--- src/verilog/pcs_pkg.sv ---
// constants shared by the synthesizer calibration sequencer
package pcs_pkg;
   // register word indices (printed offsets not multiples of four)
   localparam logic [3:0] REG_INT_IDX   = 4'h0;
   localparam logic [3:0] REG_PRIMARY_FRACTION_IDX = 4'h1;
   localparam logic [3:0] REG_AUX_IDX   = 4'h2;
   localparam logic [3:0] REG_REF_IDX   = 4'h3;
   localparam logic [3:0] REG_CAL_IDX   = 4'h4;
   localparam logic [3:0] REG_STAT_IDX  = 4'h5;
   localparam logic [3:0] REG_RATIO_IDX = 4'h6;
   // register address width
   localparam int ADDR_W = 8;
   // primary modulus exponent, fixed
   localparam int PRIMARY_MOD_LOG2 = 24;
   // integer word fields
   localparam int INT_W        = 16;
   localparam int AUTOCAL_BIT  = 21;
   // auxiliary word: fraction low half, modulus high half
   localparam int AUX_W        = 14;
   localparam int AUX_FRAC_LSB = 0;
   localparam int AUX_MOD_LSB  = 16;
   // reference word fields
   localparam int REFDIV_W   = 10;
   localparam int DOUBLE_BIT = 16;
   localparam int HALVE_BIT  = 17;
   // calibration word fields
   localparam int BAND_DIV_LSB = 24;
   localparam int BAND_DIV_W   = 8;
   localparam int TIMEOUT_LSB  = 14;
   localparam int TIMEOUT_W    = 10;
   localparam int LEVEL_LSB    = 9;
   localparam int SETTLE_LSB   = 4;
   localparam int WAIT5_W      = 5;
   // fixed multipliers of the phases
   localparam int BAND_PRESCALE = 16;
   localparam int BAND_PERIODS  = 11;
   localparam int LEVEL_MULT    = 55;
   // reset values
   localparam logic [31:0] CAL_RESET = 32'h0000_0000;
   localparam logic [REFDIV_W-1:0] REFDIV_RESET = 10'h001;
   localparam logic [AUX_W-1:0] AUX_MOD_RESET = 14'h0001;
   // calibration phases
   typedef enum logic [2:0] {
      PCS_IDLE, PCS_SETTLE, PCS_BAND, PCS_LEVEL, PCS_LOCKED
   } pcs_phase_t;
endpackage : pcs_pkg

--- src/verilog/pcs_top.sv ---
// calibration sequencer: divider settings, comparison clock, phase timing
//
// What this block does
// feedback ratio is integer plus (fraction plus aux fraction/aux mod) over 2^24; the ratio read gives integer and upper 16 fraction bits only, no aux terms.
// comparison rate is reference times (1+double) over divider times (1+halve).
// the halve stage is a toggle so its output has a 50% duty cycle.
// every calibration counter advances only on comparison clock enables.
// phase one waits timeout times settle-count comparison cycles.
// band selection starts only after the settle count expires.
// band clock is the comparison clock over 16 times the band divider.
// band selection lasts exactly 11 band clock periods.
// level calibration lasts 55 times level-wait times timeout cycles.
// level-wait and settle-count fields are five bits wide.
// the host sets level-wait near 2.5 times settle-count.
// total calibration time is the sum of the three phase times.
// band divider sits in calibration word bits 31 to 24.
// timeout sits in calibration word bits 23 to 14.
// level-wait sits in calibration word bits 13 to 9.
// settle-count sits in calibration word bits 8 to 4.
// an integer write with autocal set starts the three phases back to back.
//
// Design decisions made here: strobed register access and the address map.
`timescale 1ns/1ps
`default_nettype none
module pcs_top (
   // clock and reset
   input  wire logic                      sys_clk,
   input  wire logic                      reset,
   // reference input pin
   input  wire logic                      reference_input,
   // register port
   input  wire logic [pcs_pkg::ADDR_W-1:0] reg_addr,
   input  wire logic [31:0]               reg_wdata,
   input  wire logic                      reg_write,
   input  wire logic                      reg_read,
   output logic      [31:0]               reg_rdata,
   // status
   output logic                           comparison_clock,
   output logic                           cal_busy,
   output logic                           cal_done,
   output logic [2:0]                     cal_phase
);
   localparam int CW = 24;   // phase counter width
   localparam int PCS_FW = pcs_pkg::PRIMARY_MOD_LOG2; // primary fraction width

   // timing notes for users of this block
   // - the reference pin is sampled by sys_clk, so it must stay below
   //   half of sys_clk or edges are lost in the synchroniser
   // - every phase counter moves only on cmp_en, so a slow reference
   //   stretches the whole calibration in proportion
   // - a zero product of two fields still gives one comparison cycle,
   //   so a blank field never stalls the sequencer in a phase
   // - a zero band divider acts as one, keeping the band clock defined
   // - a new autocal write restarts from the settle phase at once,
   //   whatever phase was running; the old counts are dropped
   // - the level-wait to settle-count ratio is the host's duty; the
   //   block does not check it, it only times what it is given
   // - field changes during a run take effect on the next compare,
   //   since the phase lengths are decoded from the live word
   // - addresses with any upper bit set hit nothing: writes are dropped
   //   and reads return zero

   // programmed values
   logic [pcs_pkg::INT_W-1:0]      int_value_q;
   logic [PCS_FW-1:0]              primary_fraction_q;
   logic [pcs_pkg::AUX_W-1:0]      auxiliary_fraction_q;
   logic [pcs_pkg::AUX_W-1:0]      auxiliary_modulus_q;
   logic [pcs_pkg::REFDIV_W-1:0]   ref_div_q;
   logic                           doubler_q;
   logic                           halve_q;
   logic [31:0]                    cal_word_q;

   // reference synchroniser and edge pulses
   logic ref_s1_q;
   logic ref_s2_q;
   logic ref_s3_q;
   logic ref_rise;
   logic ref_edge;
   logic ref_tick;
   logic [pcs_pkg::REFDIV_W-1:0] rdiv_cnt_q;
   logic rdiv_pulse;
   logic halve_q_t;
   logic cmp_en;

   // sequencer
   pcs_pkg::pcs_phase_t phase_q;
   logic [CW-1:0]  phase_cnt_q;
   logic [12:0]    band_cnt_q;
   logic [3:0]     band_periods_q;
   logic           start_cal;

   // register port decode
   logic           wr_hit;
   logic           rd_hit;
   logic [31:0]    rdata_d;

   // calibration fields
   logic [pcs_pkg::BAND_DIV_W-1:0] band_div;
   logic [pcs_pkg::TIMEOUT_W-1:0]  timeout_val;
   logic [pcs_pkg::WAIT5_W-1:0]    level_wait_value;
   logic [pcs_pkg::WAIT5_W-1:0]    settle_count;
   logic [CW-1:0] settle_len;
   logic [CW-1:0] level_len;
   logic [12:0]   band_len;

   // product of two fields clamped to at least one cycle
   function automatic logic [CW-1:0] pcs_len(input logic [CW-1:0] a,
                                            input logic [CW-1:0] b);
      logic [2*CW-1:0] p;
      p = a * b;
      pcs_len = (p[CW-1:0] == '0) ? CW'(1) : p[CW-1:0];
   endfunction : pcs_len

   // true when the upper address bits select this block's register page
   function automatic logic pcs_in_map(
      input logic [pcs_pkg::ADDR_W-1:0] a);
      pcs_in_map = (a[pcs_pkg::ADDR_W-1:4] == '0);
   endfunction : pcs_in_map

   // field extraction of the calibration word
   assign band_div         = cal_word_q[pcs_pkg::BAND_DIV_LSB +: pcs_pkg::BAND_DIV_W];
   assign timeout_val      = cal_word_q[pcs_pkg::TIMEOUT_LSB +: pcs_pkg::TIMEOUT_W];
   assign level_wait_value = cal_word_q[pcs_pkg::LEVEL_LSB +: pcs_pkg::WAIT5_W];
   assign settle_count     = cal_word_q[pcs_pkg::SETTLE_LSB +: pcs_pkg::WAIT5_W];

   // phase lengths in comparison cycles
   assign settle_len = pcs_len(CW'(timeout_val), CW'(settle_count));
   assign level_len  = pcs_len(CW'(pcs_pkg::LEVEL_MULT) * CW'(level_wait_value),
                               CW'(timeout_val));
   assign band_len   = (band_div == '0) ? 13'(pcs_pkg::BAND_PRESCALE)
                     : 13'(band_div) * 13'(pcs_pkg::BAND_PRESCALE);

   // strobes qualified by the register page; both use one decode
   assign wr_hit = reg_write && pcs_in_map(reg_addr);
   assign rd_hit = reg_read && pcs_in_map(reg_addr);

   // register writes
   // the calibration word keeps only its field bits, the low control
   // nibble always reads back as zero
   always_ff @(posedge sys_clk) begin
      if (reset) begin
         int_value_q          <= '0;
         primary_fraction_q   <= '0;
         auxiliary_fraction_q <= '0;
         auxiliary_modulus_q  <= pcs_pkg::AUX_MOD_RESET;
         ref_div_q            <= pcs_pkg::REFDIV_RESET;
         doubler_q            <= 1'b0;
         halve_q              <= 1'b0;
         cal_word_q           <= pcs_pkg::CAL_RESET;
      end else if (wr_hit) begin
         unique case (reg_addr[3:0])
            pcs_pkg::REG_INT_IDX:   int_value_q <= reg_wdata[pcs_pkg::INT_W-1:0];
            pcs_pkg::REG_PRIMARY_FRACTION_IDX: primary_fraction_q <= reg_wdata[PCS_FW-1:0];
            pcs_pkg::REG_AUX_IDX: begin
               auxiliary_fraction_q <=
                  reg_wdata[pcs_pkg::AUX_FRAC_LSB +: pcs_pkg::AUX_W];
               auxiliary_modulus_q <=
                  reg_wdata[pcs_pkg::AUX_MOD_LSB +: pcs_pkg::AUX_W];
            end
            pcs_pkg::REG_REF_IDX: begin
               ref_div_q <= reg_wdata[pcs_pkg::REFDIV_W-1:0];
               doubler_q <= reg_wdata[pcs_pkg::DOUBLE_BIT];
               halve_q   <= reg_wdata[pcs_pkg::HALVE_BIT];
            end
            pcs_pkg::REG_CAL_IDX: begin
               cal_word_q <= {reg_wdata[31:pcs_pkg::SETTLE_LSB],
                              pcs_pkg::SETTLE_LSB'(0)};
            end
            default: ;
         endcase
      end
   end

   // autocal start on an integer write
   // the autocal bit is a trigger only, it is never stored
   assign start_cal = wr_hit && (reg_addr[3:0] == pcs_pkg::REG_INT_IDX)
                      && reg_wdata[pcs_pkg::AUTOCAL_BIT];

   // reference pin synchroniser
   always_ff @(posedge sys_clk) begin
      if (reset) begin
         ref_s1_q <= 1'b0;
         ref_s2_q <= 1'b0;
         ref_s3_q <= 1'b0;
      end else begin
         ref_s1_q <= reference_input;
         ref_s2_q <= ref_s1_q;
         ref_s3_q <= ref_s2_q;
      end
   end

   // doubler uses both edges, otherwise rising only
   assign ref_rise = ref_s2_q & ~ref_s3_q;
   assign ref_edge = ref_s2_q ^ ref_s3_q;
   assign ref_tick = doubler_q ? ref_edge : ref_rise;

   // reference divider
   // a divider value of zero behaves as one: the compare below is
   // then true on every tick, so no reference edge is ever swallowed
   always_ff @(posedge sys_clk) begin
      if (reset) begin
         rdiv_cnt_q <= '0;
      end else if (ref_tick) begin
         if (rdiv_cnt_q + 10'h001 >= ref_div_q) begin
            rdiv_cnt_q <= '0;
         end else begin
            rdiv_cnt_q <= rdiv_cnt_q + 10'h001;
         end
      end
   end
   assign rdiv_pulse = ref_tick && (rdiv_cnt_q + 10'h001 >= ref_div_q);

   // halve stage toggle gives an even duty cycle
   // enable only on every second divider pulse, so the comparison
   // rate halves while the toggle keeps high and low equally long
   always_ff @(posedge sys_clk) begin
      if (reset) begin
         halve_q_t <= 1'b0;
      end else if (rdiv_pulse) begin
         halve_q_t <= ~halve_q_t;
      end
   end
   assign cmp_en = halve_q ? (rdiv_pulse & halve_q_t) : rdiv_pulse;

   // comparison clock level for observation
   always_ff @(posedge sys_clk) begin
      if (reset) begin
         comparison_clock <= 1'b0;
      end else if (halve_q) begin
         comparison_clock <= halve_q_t;
      end else if (cmp_en) begin
         comparison_clock <= ~comparison_clock;
      end
   end

   // phase sequencer
   // settle, band and level run back to back; each phase counts
   // comparison enables only, and a start write wins over any count
   // band selection nests a period counter inside a cycle counter so
   // the eleven band clock periods are counted exactly
   always_ff @(posedge sys_clk) begin
      if (reset) begin
         phase_q        <= pcs_pkg::PCS_IDLE;
         phase_cnt_q    <= '0;
         band_cnt_q     <= '0;
         band_periods_q <= '0;
      end else if (start_cal) begin
         phase_q        <= pcs_pkg::PCS_SETTLE;
         phase_cnt_q    <= '0;
         band_cnt_q     <= '0;
         band_periods_q <= '0;
      end else if (cmp_en) begin
         unique case (phase_q)
            pcs_pkg::PCS_IDLE, pcs_pkg::PCS_LOCKED: ;
            pcs_pkg::PCS_SETTLE: begin
               if (phase_cnt_q + CW'(1) >= settle_len) begin
                  phase_q     <= pcs_pkg::PCS_BAND;
                  phase_cnt_q <= '0;
               end else begin
                  phase_cnt_q <= phase_cnt_q + CW'(1);
               end
            end
            pcs_pkg::PCS_BAND: begin
               if (band_cnt_q + 13'h0001 >= band_len) begin
                  band_cnt_q <= '0;
                  if (band_periods_q + 4'h1 >= 4'(pcs_pkg::BAND_PERIODS)) begin
                     phase_q        <= pcs_pkg::PCS_LEVEL;
                     band_periods_q <= '0;
                  end else begin
                     band_periods_q <= band_periods_q + 4'h1;
                  end
               end else begin
                  band_cnt_q <= band_cnt_q + 13'h0001;
               end
            end
            pcs_pkg::PCS_LEVEL: begin
               if (phase_cnt_q + CW'(1) >= level_len) begin
                  phase_q     <= pcs_pkg::PCS_LOCKED;
                  phase_cnt_q <= '0;
               end else begin
                  phase_cnt_q <= phase_cnt_q + CW'(1);
               end
            end
         endcase
      end
   end

   // status outputs
   // busy covers all three timed phases, done is the locked state only
   assign cal_busy  = (phase_q == pcs_pkg::PCS_SETTLE)
                   || (phase_q == pcs_pkg::PCS_BAND)
                   || (phase_q == pcs_pkg::PCS_LEVEL);
   assign cal_done  = (phase_q == pcs_pkg::PCS_LOCKED);
   assign cal_phase = phase_q;

   // read multiplexer, unmapped indices and pages read as zero
   // the ratio view truncates the fraction to its upper sixteen bits
   always_comb begin
      rdata_d = '0;
      if (rd_hit) begin
         unique case (reg_addr[3:0])
            pcs_pkg::REG_INT_IDX: begin
               rdata_d = 32'(int_value_q);
            end
            pcs_pkg::REG_PRIMARY_FRACTION_IDX: begin
               rdata_d = 32'(primary_fraction_q);
            end
            pcs_pkg::REG_AUX_IDX: begin
               rdata_d = {2'h0, auxiliary_modulus_q,
                          2'h0, auxiliary_fraction_q};
            end
            pcs_pkg::REG_REF_IDX: begin
               rdata_d = {14'h0000, halve_q, doubler_q, 6'h00, ref_div_q};
            end
            pcs_pkg::REG_CAL_IDX: begin
               rdata_d = cal_word_q;
            end
            pcs_pkg::REG_STAT_IDX: begin
               rdata_d = {27'h0000000, cal_done, cal_busy, phase_q};
            end
            // integer part of the feedback ratio, fraction in the rest
            pcs_pkg::REG_RATIO_IDX: begin
               rdata_d = {int_value_q,
                          primary_fraction_q[PCS_FW-1 -: 16]};
            end
            default: rdata_d = '0;
         endcase
      end
   end

   // register read, data one cycle after the strobe, held otherwise
   always_ff @(posedge sys_clk) begin
      if (reset) begin
         reg_rdata <= '0;
      end else if (reg_read) begin
         reg_rdata <= rdata_d;
      end
   end
endmodule : pcs_top
`default_nettype wire

--- config.mk ---
export PLATFORM = sky130hd
export DESIGN_NAME = pcs_top
export DESIGN_NICKNAME = d
export VERILOG_FILES = /design/src/verilog/pcs_pkg.sv /design/src/verilog/pcs_top.sv
export SDC_FILE = /design/constraint.sdc
export NUM_CORES = 1
export LEC_CHECK = 0
export ABC_AREA = 1
export BUFFER_PORTS_ARGS = -buffer_cell sky130_fd_sc_hd__buf_2
export CORE_ASPECT_RATIO = 0.5
export CORE_MARGIN = 4
export CORE_UTILIZATION = 55
export DETAILED_ROUTE_END_ITERATION = 10
export HOLD_SLACK_MARGIN = 0.02
export PLACE_DENSITY = 0.73
export SYNTH_ARGS = -nofsm -noshare
export SYNTH_HDL_FRONTEND = slang
export SYNTH_SLANG_ARGS = --single-unit
export TNS_END_PERCENT = 20
--- constraint.sdc ---
create_clock -name sys_clk -period 13.93 [get_ports sys_clk]
set_clock_uncertainty 0.05 [all_clocks]
set_input_delay 0.6965 -clock sys_clk [delete_from_list [all_inputs] [get_ports sys_clk]]
set_output_delay 0.6965 -clock sys_clk [all_outputs]
set_load 0.02 [all_outputs]
After elaboration in Yosys (flattened, before gate mapping). Index checks and enable logic that the tools add are counted. W data, S select, Z words.

Word-level logic and storage cells: 106. Register bits after elaboration: 199.

Reductions and logical operators: 28. Mux-type cells: 22. Multiply operators: 3. Order comparisons: 5. Add/subtract/negate cells: 4. Eq/ne operators: 18. Bitwise logic cells: 6.

Operator list (number): $pmux W32 S7 (1); $mux W24 (2); $pmux W24 S2 (1); $mux W32 (1); $add A24 B1 Y24 const B (1); $ge A24 B15 Y1 (1); $ge A24 B21 Y1 (1); $logic_not A21 Y1 (1); $mul A11 B10 Y21 (1); $mux W21 (1); $logic_not A15 Y1 (1); $mul A10 B5 Y15 (1); $mux W15 (1); $reduce_and A2 Y1 (7); $add A13 B1 Y13 const B (1); $ge A13 B12 Y1 (1); $mux W13 (1); $eq A4 B3 Y1 const B (3); $mux W12 (1); $mux W3 (4); $ne A3 B3 Y1 const B (4); $reduce_and A6 Y1 (2); $mul A6 B5 Y11 const A (1); $add A10 B1 Y10 const B (1); other kinds (25) (46).

Longest topological paths before layout. Gate-level depths: netlist of the first run.

Depth after elaboration: 9. Depth in mapped cells: 57. Depth with buffers taken out: 57.

Worst setup path before layout of the first run. OpenSTA, ideal clock, no wires.

Kind: flip-flop to flip-flop. Start point: reg cal_word_q[12]. End point: reg phase_cnt_q[11]. Clock period less this slack: 8692 ps. Cell stages (with the launch flop): 54. Path slack: 5238 ps. Setup time: 70 ps. Arrival time: 8572 ps. Cells stage by stage: dfxtp_1 -> inv_1 -> ha_1 -> inv_1 -> fa_1 -> inv_1 -> fa_1 -> inv_1 -> ha_1 -> a21oi_1 -> nand2_1 -> a21oi_1 -> o21ai_0 -> or2_2 -> nand2_1 -> inv_1 -> nand2_1 -> fa_1 -> [18 not listed] -> nand2_1 -> ha_1 -> o21ai_0 -> nand2_1 -> nand2_1 -> nand2_1 -> nand2_1 -> nand2_1 -> nand2_1 -> nand2_1 -> nand2_1 -> nand2_1 -> nand2_1 -> nand2_1 -> nand2_2 -> buf_6 -> nand3_1 -> a21oi_1.

Cells in the longest elaborated chain, start to end: 7.

Ends and longest elaborated chain: start: declaration (line pcs_top.sv:71) `logic [31:0] cal_word_q;`; start signal: assignment (line pcs_top.sv:149) `cal_word_q <= pcs_pkg::CAL_RESET;`; start signal: assignment (line pcs_top.sv:166) `cal_word_q <= {reg_wdata[31:pcs_pkg::SETTLE_LSB],`; $mul A6 B5 Y11 * (line pcs_top.sv:128) `assign level_len = pcs_len(CW'(pcs_pkg::LEVEL_MULT) * CW'(level_wait_value),`; $mul A11 B10 Y21 * (line pcs_top.sv:110) `p = a * b;`; $logic_not A21 Y1 (line pcs_top.sv:111) `pcs_len = (p[CW-1:0] == '0) ? CW'(1) : p[CW-1:0];`; $mux W21 * (line pcs_top.sv:111); $ge A24 B21 Y1 * (line pcs_top.sv:277) `if (phase_cnt_q + CW'(1) >= level_len) begin`; $mux W24 * (line pcs_top.sv:277); $pmux W24 S2 * (line pcs_top.sv:253) `unique case (phase_q)`; end signal: assignment (line pcs_top.sv:260) `phase_cnt_q <= phase_cnt_q + CW'(1);`; end signal: assignment (line pcs_top.sv:281) `phase_cnt_q <= phase_cnt_q + CW'(1);`; end: declaration (line pcs_top.sv:87) `logic [CW-1:0] phase_cnt_q;`.

Mark *: on every way between the ends. The rest lies on a longest branch, timed or not. A chain may end at the register's enable or synchronous reset.

Worst setup path after layout of the first run.
Start point: reg cal_word_q[12]. End point: reg phase_cnt_q[6].

The elaborated chain is that of the path after synthesis.

==> metrics.md, run 1 <==
| Metric | Value |
|---|---|
| Status | complete, no violations |
| I/O Buffers | 82 |
| CP max FO | 22 |
| Layout cells sized above 1 | under 10% |
| Relative slew slack | between 20 and 30% |
| Storage element area | between 3000 and 4000 sq um |
| CP Launch Type | flop |
| Synth warn | 0 |
| Pin count of the biggest net entering global routing | about 110 |
| Layout Nets | around 2600 |
| CP Capture Type | flop |
| Final setup margin | approximately 4.3 ns |
| Seq cells post-synth | between 150 and 200 |
| Cell family with most CP delay | adder cells |
| FF-to-FF Start | cal_word_q[12] |
| Crit path arrival time | 10.00 ns |
| Clk root buf | clkbuf_16 |
| Setup TNS | 0 ns |
| Least-Margin Pin Slew | 1.082 ns |
| Drt wl/cell | approximately 16 um |
| Final Util | ~60% |
| CTS Hold Bufs | 0 |
| First-pass GRT wire length | ~71 mm |
| Vias in the first global route | ~14000 |
| Initial antenna violation count | 1 |
| Synth Instances | 2269 |
| Kind of critical path | reg -> reg |
| First-pass DRT Iterations | 6 |
| Most frequent CP cell | nand2_1 |
| Fmax | between 100 and 150 MHz |
| Max-Cap Viols | 0 |
| Vias/cell | around 5.5 |
| IO Pins | 83 |
| Beginning of the critical path | cal_word_q[12] |
| DP Worst Slack | roughly 4.2 ns |
| TritonCTS Buffers | 17 |
| Setup-failing EPs final | 0 |
| Multi-input logic area | approximately 11000 sq um |
| Unrepaired setup endpoints after global routing | no |
| Post-CTS sizing | 0 |
| Final HPWL DP | ~33 mm |
| Pleak | between 8 and 9 nW |
| Tot Pwr | 1.137 mW |
| Syn-to-layout area delta | 7.897% |
| Buf/Inv on CP | 9 |
| Post-synthesis instance area | 16150 sq um |
| Filler cell count | approximately 2800 |
| Final Hold Fails | 0 |
| Slowest stage delay, CP | 0.54 ns |
| Gr usage total | 26.96% |
| Maximum vdd drop | just under 0.00008 V |
| Vias | about 15000 |
| Total wire length | about 44 mm |
| Die area | 32330 sq um |
| Postcts setup bufs | 0 |
| DRC viols | 0 |
| Synth area leaders | dfxtp_1 25%, ha_1 13%, fa_1 12% |
| DRT iter0 DRCs | between 1000 and 1500 |
| Starting Density | 55.76% |
| Synth Net Count | between 2000 and 3000 |
| Final period util | about 69% |
| Clock sink count | slightly below 200 |
| Synth unique cells | 44 |
| DRT antenna net count | 0 |
| TritonCTS clock tree | yes |
| Final GP Congestion | 0.9028 |
| Die height | about 130 um |
| Avg Cell Area, Syn | just over 7 sq um |
| H-tree depth | 4 |
| Core ar. | ~29000 sq um |
| Clock tree buffer depth | 2 |
| Clk_lat worst skew | around 0.47 ns |
| GRT overflow | 0 |
| Worst EP required | 14.28 ns |
| Slowest-stage cell, CP | fa_1 |
| Clock slew at reported path FFs | 0.08 ns |
| Hold_sp | ref_s1_q |
| HP Class | reg -> reg |
| Yosys top cell by area | dfxtp_1 |
| Die width | between 200 and 300 um |
| Power per Cell Area | between 60 and 70 nW/um^2 |
| Tmin final | 9.646 ns |
| Sequential fraction of the synthesis area | between 20% and 30% |
| Share of the synthesized area in the top cell type | between 20 and 25% |
| Final Max Tran Viols | 0 |
| Std cell rows | 44 |
[per-layer routing]
layer	wire length, um	part of all wire (%)	global-route usage [%]	vias to the layer above
li1	-	-	-	7332
met1	19780	45	35.71	7025
met2	19990	45	44.93	514
met3	3183	7.2	5.816	78
met4	1122	2.5	8.276	0
met5	0	0	0	-
[registers in the layout (all words and copies together) (netlist names), 13 cells and up]
name                  count
phase_cnt_q              24
band_cnt_q               13
reg_rdata                32
auxiliary_fraction_q     14
auxiliary_modulus_q      14
cal_word_q               28
int_value_q              16
primary_fraction_q       24
[path summary, 6_finish.rpt]
kind               endpoint  slack (ns)  cells past startpoint
max reg2reg  phase_cnt_q[6]        4.28                     52
max          phase_cnt_q[6]        4.28                     52
min                ref_s2_q        0.36                      2
min reg2reg        ref_s2_q        0.36                      2
[placed cells by master (no fill, tap or decap), types with 4 or more instances in the layout]
cell	netlist	routed
nor3_1	16	16
nor2_1	284	281
inv_6	0	5
clkbuf_16	0	17
dfxtp_1	199	199
nand3_1	72	72
o211ai_1	7	7
clkinv_1	4	4
or2_2	5	5
nor2_2	6	9
xor2_1	43	43
o21ai_0	177	177
a211oi_1	4	4
nand3_2	7	7
xnor2_1	15	15
o21bai_1	5	5
fa_1	100	100
nand2_1	469	469
buf_4	2	13
a22oi_1	10	10
o2111ai_1	6	6
ha_1	163	163
clkinv_8	0	4
buf_2	0	82
nand4_1	19	19
inv_1	332	331
nand3b_1	8	8
o22ai_1	18	18
a21oi_1	179	179
a221oi_1	9	9
[cell type report]
cell class | count | share of cell area (%)
Multi-Input combinational cell | 1647 | 60.61
Antenna cell | 1 | 0.01436
Tap cell | 391 | 2.808
Clock buffer | 18 | 2.464
Clock inverter | 14 | 1.049
Sequential cell | 199 | 22.87
Timing Repair Buffer | 95 | 2.916
Inverter | 337 | 7.269
[per-stage QoR]
stage / hold slack (ns) / instance area (sq um) / cells
global route: 0.4069 / 17420 / 2702
detailed placement: 0.3547 / 16810 / 2669
global placement: 0.3463 / 16810 / 2669
CTS: 0.3642 / 17420 / 2701
floorplan: 0.3383 / 16150 / 2269
finish: 0.3603 / 17420 / 2702
[synthesized netlist by cell type (all sizes together)]
master / n
a211oi: 4
a21boi: 1
a21o: 3
a21oi: 180
a221oi: 9
a22oi: 10
a31oi: 2
and2: 1
and3: 1
buf: 4
clkbuf: 82
clkinv: 4
dfxtp: 199
fa: 100
ha: 163
inv: 333
nand2: 472
nand3: 79
nand3b: 8
nand4: 19
nor2: 293
nor3: 16
nor4: 1
o2111ai: 6
o211a: 1
o211ai: 7
o21a: 3
o21ai: 178
o21bai: 5
o22ai: 18
o31ai: 3
o41ai: 1
or2: 5
xnor2: 15
xor2: 43
[cell families after synthesis]
family                     synth area share, %
xor gates and xnor gates                 3.146
buffers and inverters                    9.974
DFF                                      24.67
adders and majority gates                25.03
and+or+nand+nor                          22.68
AOI/OAI and AO/OA                        14.50
[where the power goes]
part / leakage (nW) / internal, mW / switching, mW
registers: 1.60 / 0.570 / 0.00147
clock network: 0.298 / 0.260 / 0.263
logic: 6.71 / 0.0112 / 0.0319
[worst reg2reg max path: cells and delay by family, from the launching register on]
kind | cells | cell delay, ns
buffers and inverters | 9 | 0.61
xor gates and xnor gates | 1 | 0.20
adders and majority gates | 11 | 4.66
DFF | 1 | 0.44
AOI/OAI and AO/OA | 6 | 1.12
and+or+nand+nor | 25 | 2.47
No activity file was read; power rests on OpenSTA's default activity.
==> run 2, diff against run 1 <==
--- a/config.mk
+++ b/config.mk
@@ -5,14 +5,14 @@
 export SDC_FILE = /design/constraint.sdc
 export NUM_CORES = 1
 export LEC_CHECK = 0
-export ABC_AREA = 1
+export ABC_AREA = 0
 export BUFFER_PORTS_ARGS = -buffer_cell sky130_fd_sc_hd__buf_2
 export CORE_ASPECT_RATIO = 0.5
 export CORE_MARGIN = 4
 export CORE_UTILIZATION = 55
 export DETAILED_ROUTE_END_ITERATION = 10
 export HOLD_SLACK_MARGIN = 0.02
-export PLACE_DENSITY = 0.73
+export PLACE_DENSITY = 0.76
 export SYNTH_ARGS = -nofsm -noshare
 export SYNTH_HDL_FRONTEND = slang
 export SYNTH_SLANG_ARGS = --single-unit
==> constraint.sdc (replaced) <==
create_clock -name sys_clk -period 8.5 [get_ports sys_clk]
set_clock_uncertainty 0.05 [all_clocks]
set_input_delay 0.425 -clock sys_clk [delete_from_list [all_inputs] [get_ports sys_clk]]
set_output_delay 0.425 -clock sys_clk [all_outputs]
set_load 0.02 [all_outputs]
==> run 2 against run 1 <==
Compared with the run above: the run now ends with negative setup slack left; count of clock-buffer cells in the layout rose by 1; register-to-register slack worse by 5.1 ns; combinational power grew 78%; worst setup slack worse by 5.1 ns; synthesized cell count is 13% lower; critical path depth shrank 15; synthesized area is 0.29% lower; highest routed layer unchanged; clock power rose by 59%; die area down 0.28%.
==> metrics.md, run 2 <==
| Metric | Value |
|---|---|
| Multi-input logic area | 11430 sq um (+8.3%) |
| HP Class | in -> reg |
| Minimum hold slack | 0.1554 ns (-0.2049 ns) |
| Die area | 32240 sq um (-0.28%) |
| Syn-to-layout area delta | 14.71% |
| Final HPWL DP | 33.32 mm (about the same) |
| Pin count of the biggest net entering global routing | 93 (-18%) |
| DRC viols | 0 (unchanged) |
| DRT iter0 DRCs | 1578 (+32%) |
| Die width | 249.9 um (-0.14%) |
| Storage element area | 3993 sq um (+0.22%) |
| Seq cells post-synth | 199 (unchanged) |
| Critical path depth | 37 (-29%) |
| Tmin final | 9.324 ns (-0.3223 ns) |
| DRT antenna net count | 0 (unchanged) |
| Std cell rows | 43 (-2.3%) |
| CP Capture Type | flop |
| First-pass DRT Iterations | 6 (unchanged) |
| Async set or reset register ratio after synthesis | 0% (unchanged) |
| FF-to-FF Start | cal_word_q[12] |
| Clk_lat worst skew | 0.45 ns (-0.02 ns) |
| Commonest cells post-synth | 371 x nand2_1, 206 x a21oi_1, 199 x dfxtp_1, 167 x inv_1, 163 x ha_1 |
| Initial antenna violation count | 0 (-1) |
| CP Launch Type | flop |
| Failing checks | negative setup slack |
| DP Worst Slack | -0.7963 ns (-5.041 ns) |
| Most frequent CP cell | fa_1 |
| Dpl cells | 2454 (-8.1%) |
| GRT overflow | 0 (unchanged) |
| Final Max Tran Viols | 0 (unchanged) |
| Core ar. | 28250 sq um (-2.5%) |
| Max-Cap Viols | 0 (unchanged) |
| TritonCTS Buffers | 17 (unchanged) |
| Post-synthesis instance area | 16100 sq um (-0.29%) |
| Filler cell count | 2333 (-16%) |
| Fmax | 107.3 MHz (+3.5%) |
| Vias in the first global route | 14491 (+5.0%) |
| Setup-failing EPs final | 24 (+24) |
| N_diodes | 0 (-1) |
| Avg Cell Area, Syn | 8.130 sq um (+14%) |
| Sequential fraction of the synthesis area | 24.75% (+0.073 points) |
| Drt wl/cell | 18.10 um (+11%) |
| Most common cell in the netlist | nand2_1 |
| Buf/Inv on CP | 6 (-3) |
| Number of synthesized flops with an enable pin | 0 (unchanged) |
| I/O Buffers | 82 (unchanged) |
| CTS Hold Bufs | 0 (unchanged) |
| IO Pins | 83 (unchanged) |
| Unrepaired setup endpoints after global routing | yes |
| Layout cells sized above 1 | 15.11% (+8.4 points) |
| Final Hold Fails | 0 (unchanged) |
| Clock sink count | 199 (unchanged) |
| TritonCTS clock tree | yes |
| Largest registers | reg_rdata: 32 flops, cal_word_q: 28 flops |
| Synth warn | 0 (unchanged) |
| Slowest-stage cell, CP | fa_2 |
| Most common cell after layout, fill and taps aside | nand2_1 |
| Synth unique cells | 75 (+70%) |
| Layout Cells excl Fill | 2493 (-7.7%) |
| Maximum vdd drop | 0.0001611 V (+110%) |
| Clk root buf | clkbuf_16 |
| Hold Path Depth | 3 (+1) |
| Layout Nets | 2406 (-7.6%) |
| Pleak | 8.108 nW (-5.9%) |
| Share of the synthesized area in the top cell type | 24.75% (+0.073 points) |
| Cell family with most CP delay | adder cells |
| First-pass GRT wire length | 73.55 mm (+4.3%) |
| Synth Instances | 1980 (-13%) |
| Dominant synthesized flop cell | dfxtp_1 |
| Final GP Congestion | 0.9205 (+2.0%) |
| Hold_sp | reg_wdata[31] |
| Clock tree buffer depth | 2 (unchanged) |
| Clock slew at reported path FFs | 0.09 ns (about the same) |
| Gr usage total | 27.87% (+0.91 points) |
| Status | finished, violations left |
| Slowest stage delay, CP | 0.56 ns (+0.02 ns) |
| CP max FO | 7 (-68%) |
| H-tree depth | 4 (unchanged) |
| Most frequent cells in the layout | 369 x nand2_1, 200 x a21oi_1, 196 x dfxtp_1, 161 x inv_1, 154 x ha_1 |
| Register name with the most flops | reg_rdata |
| Power per Cell Area | 99.89 nW/um^2 (+53%) |
| Synth Net Count | 2288 (-11%) |
| Largest register FFs | 32 (unchanged) |
| Worst EP required | 8.82 ns (-5.46 ns) |
| Die height | 129.0 um (-0.14%) |
| Design area | 18470 sq um (+6.0%) |
| Vias | 14792 (-1.1%) |
| Beginning of the critical path | cal_word_q[12] |
| Crit path arrival time | 9.65 ns (-0.35 ns) |
| Kind of critical path | reg -> reg |
| Final setup margin | -0.8238 ns (-5.108 ns) |
| Relative slew slack | 21.84% (-5.9 points) |
| Synth area leaders | dfxtp_1 25%, ha_1 13%, fa_1 12% |
| Yosys top cell by area | dfxtp_1 |
| Vias/cell | 5.933 (+7.2%) |
| DP Area | 17540 sq um (+4.4%) |
| Reg2Reg Depth | 37 (-29%) |
| Least-Margin Pin Slew | 1.171 ns (+0.08884 ns) |
| Final period util | 109.7% (+40 points) |
| Total wire length | 45.13 mm (+2.4%) |
| Starting Density | 56.99% (+1.2 points) |
run 2: cell types whose count changed in the layout (fill, tap and decap cells not counted), moves of 23 or more:
cell,previous run,this run
and3_1,1,24
nand3_1,72,30
inv_1,331,161
and2_1,1,93
nand2_1,469,369
a22oi_1,10,62
buf_4,13,111
o21ai_0,177,21
nor2_1,281,94
run 2: metrics by stage:
step | utilization (%) | total power [mW] | setup TNS [ns]
after floorplan | - | 0.9962 | -9.867
after global placement | 62.10 | 1.031 | -13.11
after detailed placement | 62.10 | 1.032 | -17.74
after CTS | 64.96 | 1.842 | -15.95
after global routing | 65.37 | 1.894 | -26.03
final | 65.37 | 1.845 | -18.49
run 2: area by class of cell:
cell class | instances | share of cell area, %
clock buffer | 19 | 2.399
clock inverter | 13 | 0.8199
inverter | 167 | 3.395
multi-input combinational | 1514 | 61.92
sequential | 199 | 21.62
tap | 382 | 2.588
timing repair buffer | 199 | 7.257
run 2: what timing repair did:
| item | CTS | global route |
|---|---|---|
| setup buffers | 4 | 2 |
| cloned | 0 | 1 |
| pin swaps | 1 | 12 |
| setup endpoints to repair | 24 | 24 |
| resized for setup | 31 | 16 |
run 2: cells by family after synthesis:
| kind of cell | Yosys count | share of synthesized area, % |
|---|---|---|
| buffers and inverters | 267 | 6.482 |
| adders and majority gates | 263 | 25.10 |
| AOI/OAI and AO/OA | 437 | 17.96 |
| xor gates and xnor gates | 71 | 3.863 |
| DFF | 199 | 24.75 |
| and+or+nand+nor | 741 | 21.71 |
| muxes | 2 | 0.1321 |
run 2: final timing paths:
check	slack, ns	end
max	-0.82	phase_cnt_q[4]
min	0.16	cal_word_q[31]
max reg2reg	-0.82	phase_cnt_q[4]
min reg2reg	0.40	ref_s2_q
run 2: per-layer routing:
layer	vias to the layer above	track usage (%)	wire (um)
li1	6999	-	-
met1	7088	37.49	19460
met2	617	46.19	20930
met3	88	6.080	3729
met4	0	7.397	1011
met5	-	0	0
run 2: report_power, final:
group          switching [mW]  internal, mW
registers             0.00221         0.933
clock network           0.428         0.405
logic                  0.0555        0.0213
run 2: tightest hold or removal path, cell delays in order:
cell     delay, ns
buf_2         0.09
nand2_1       0.04
a21oi_1       0.05
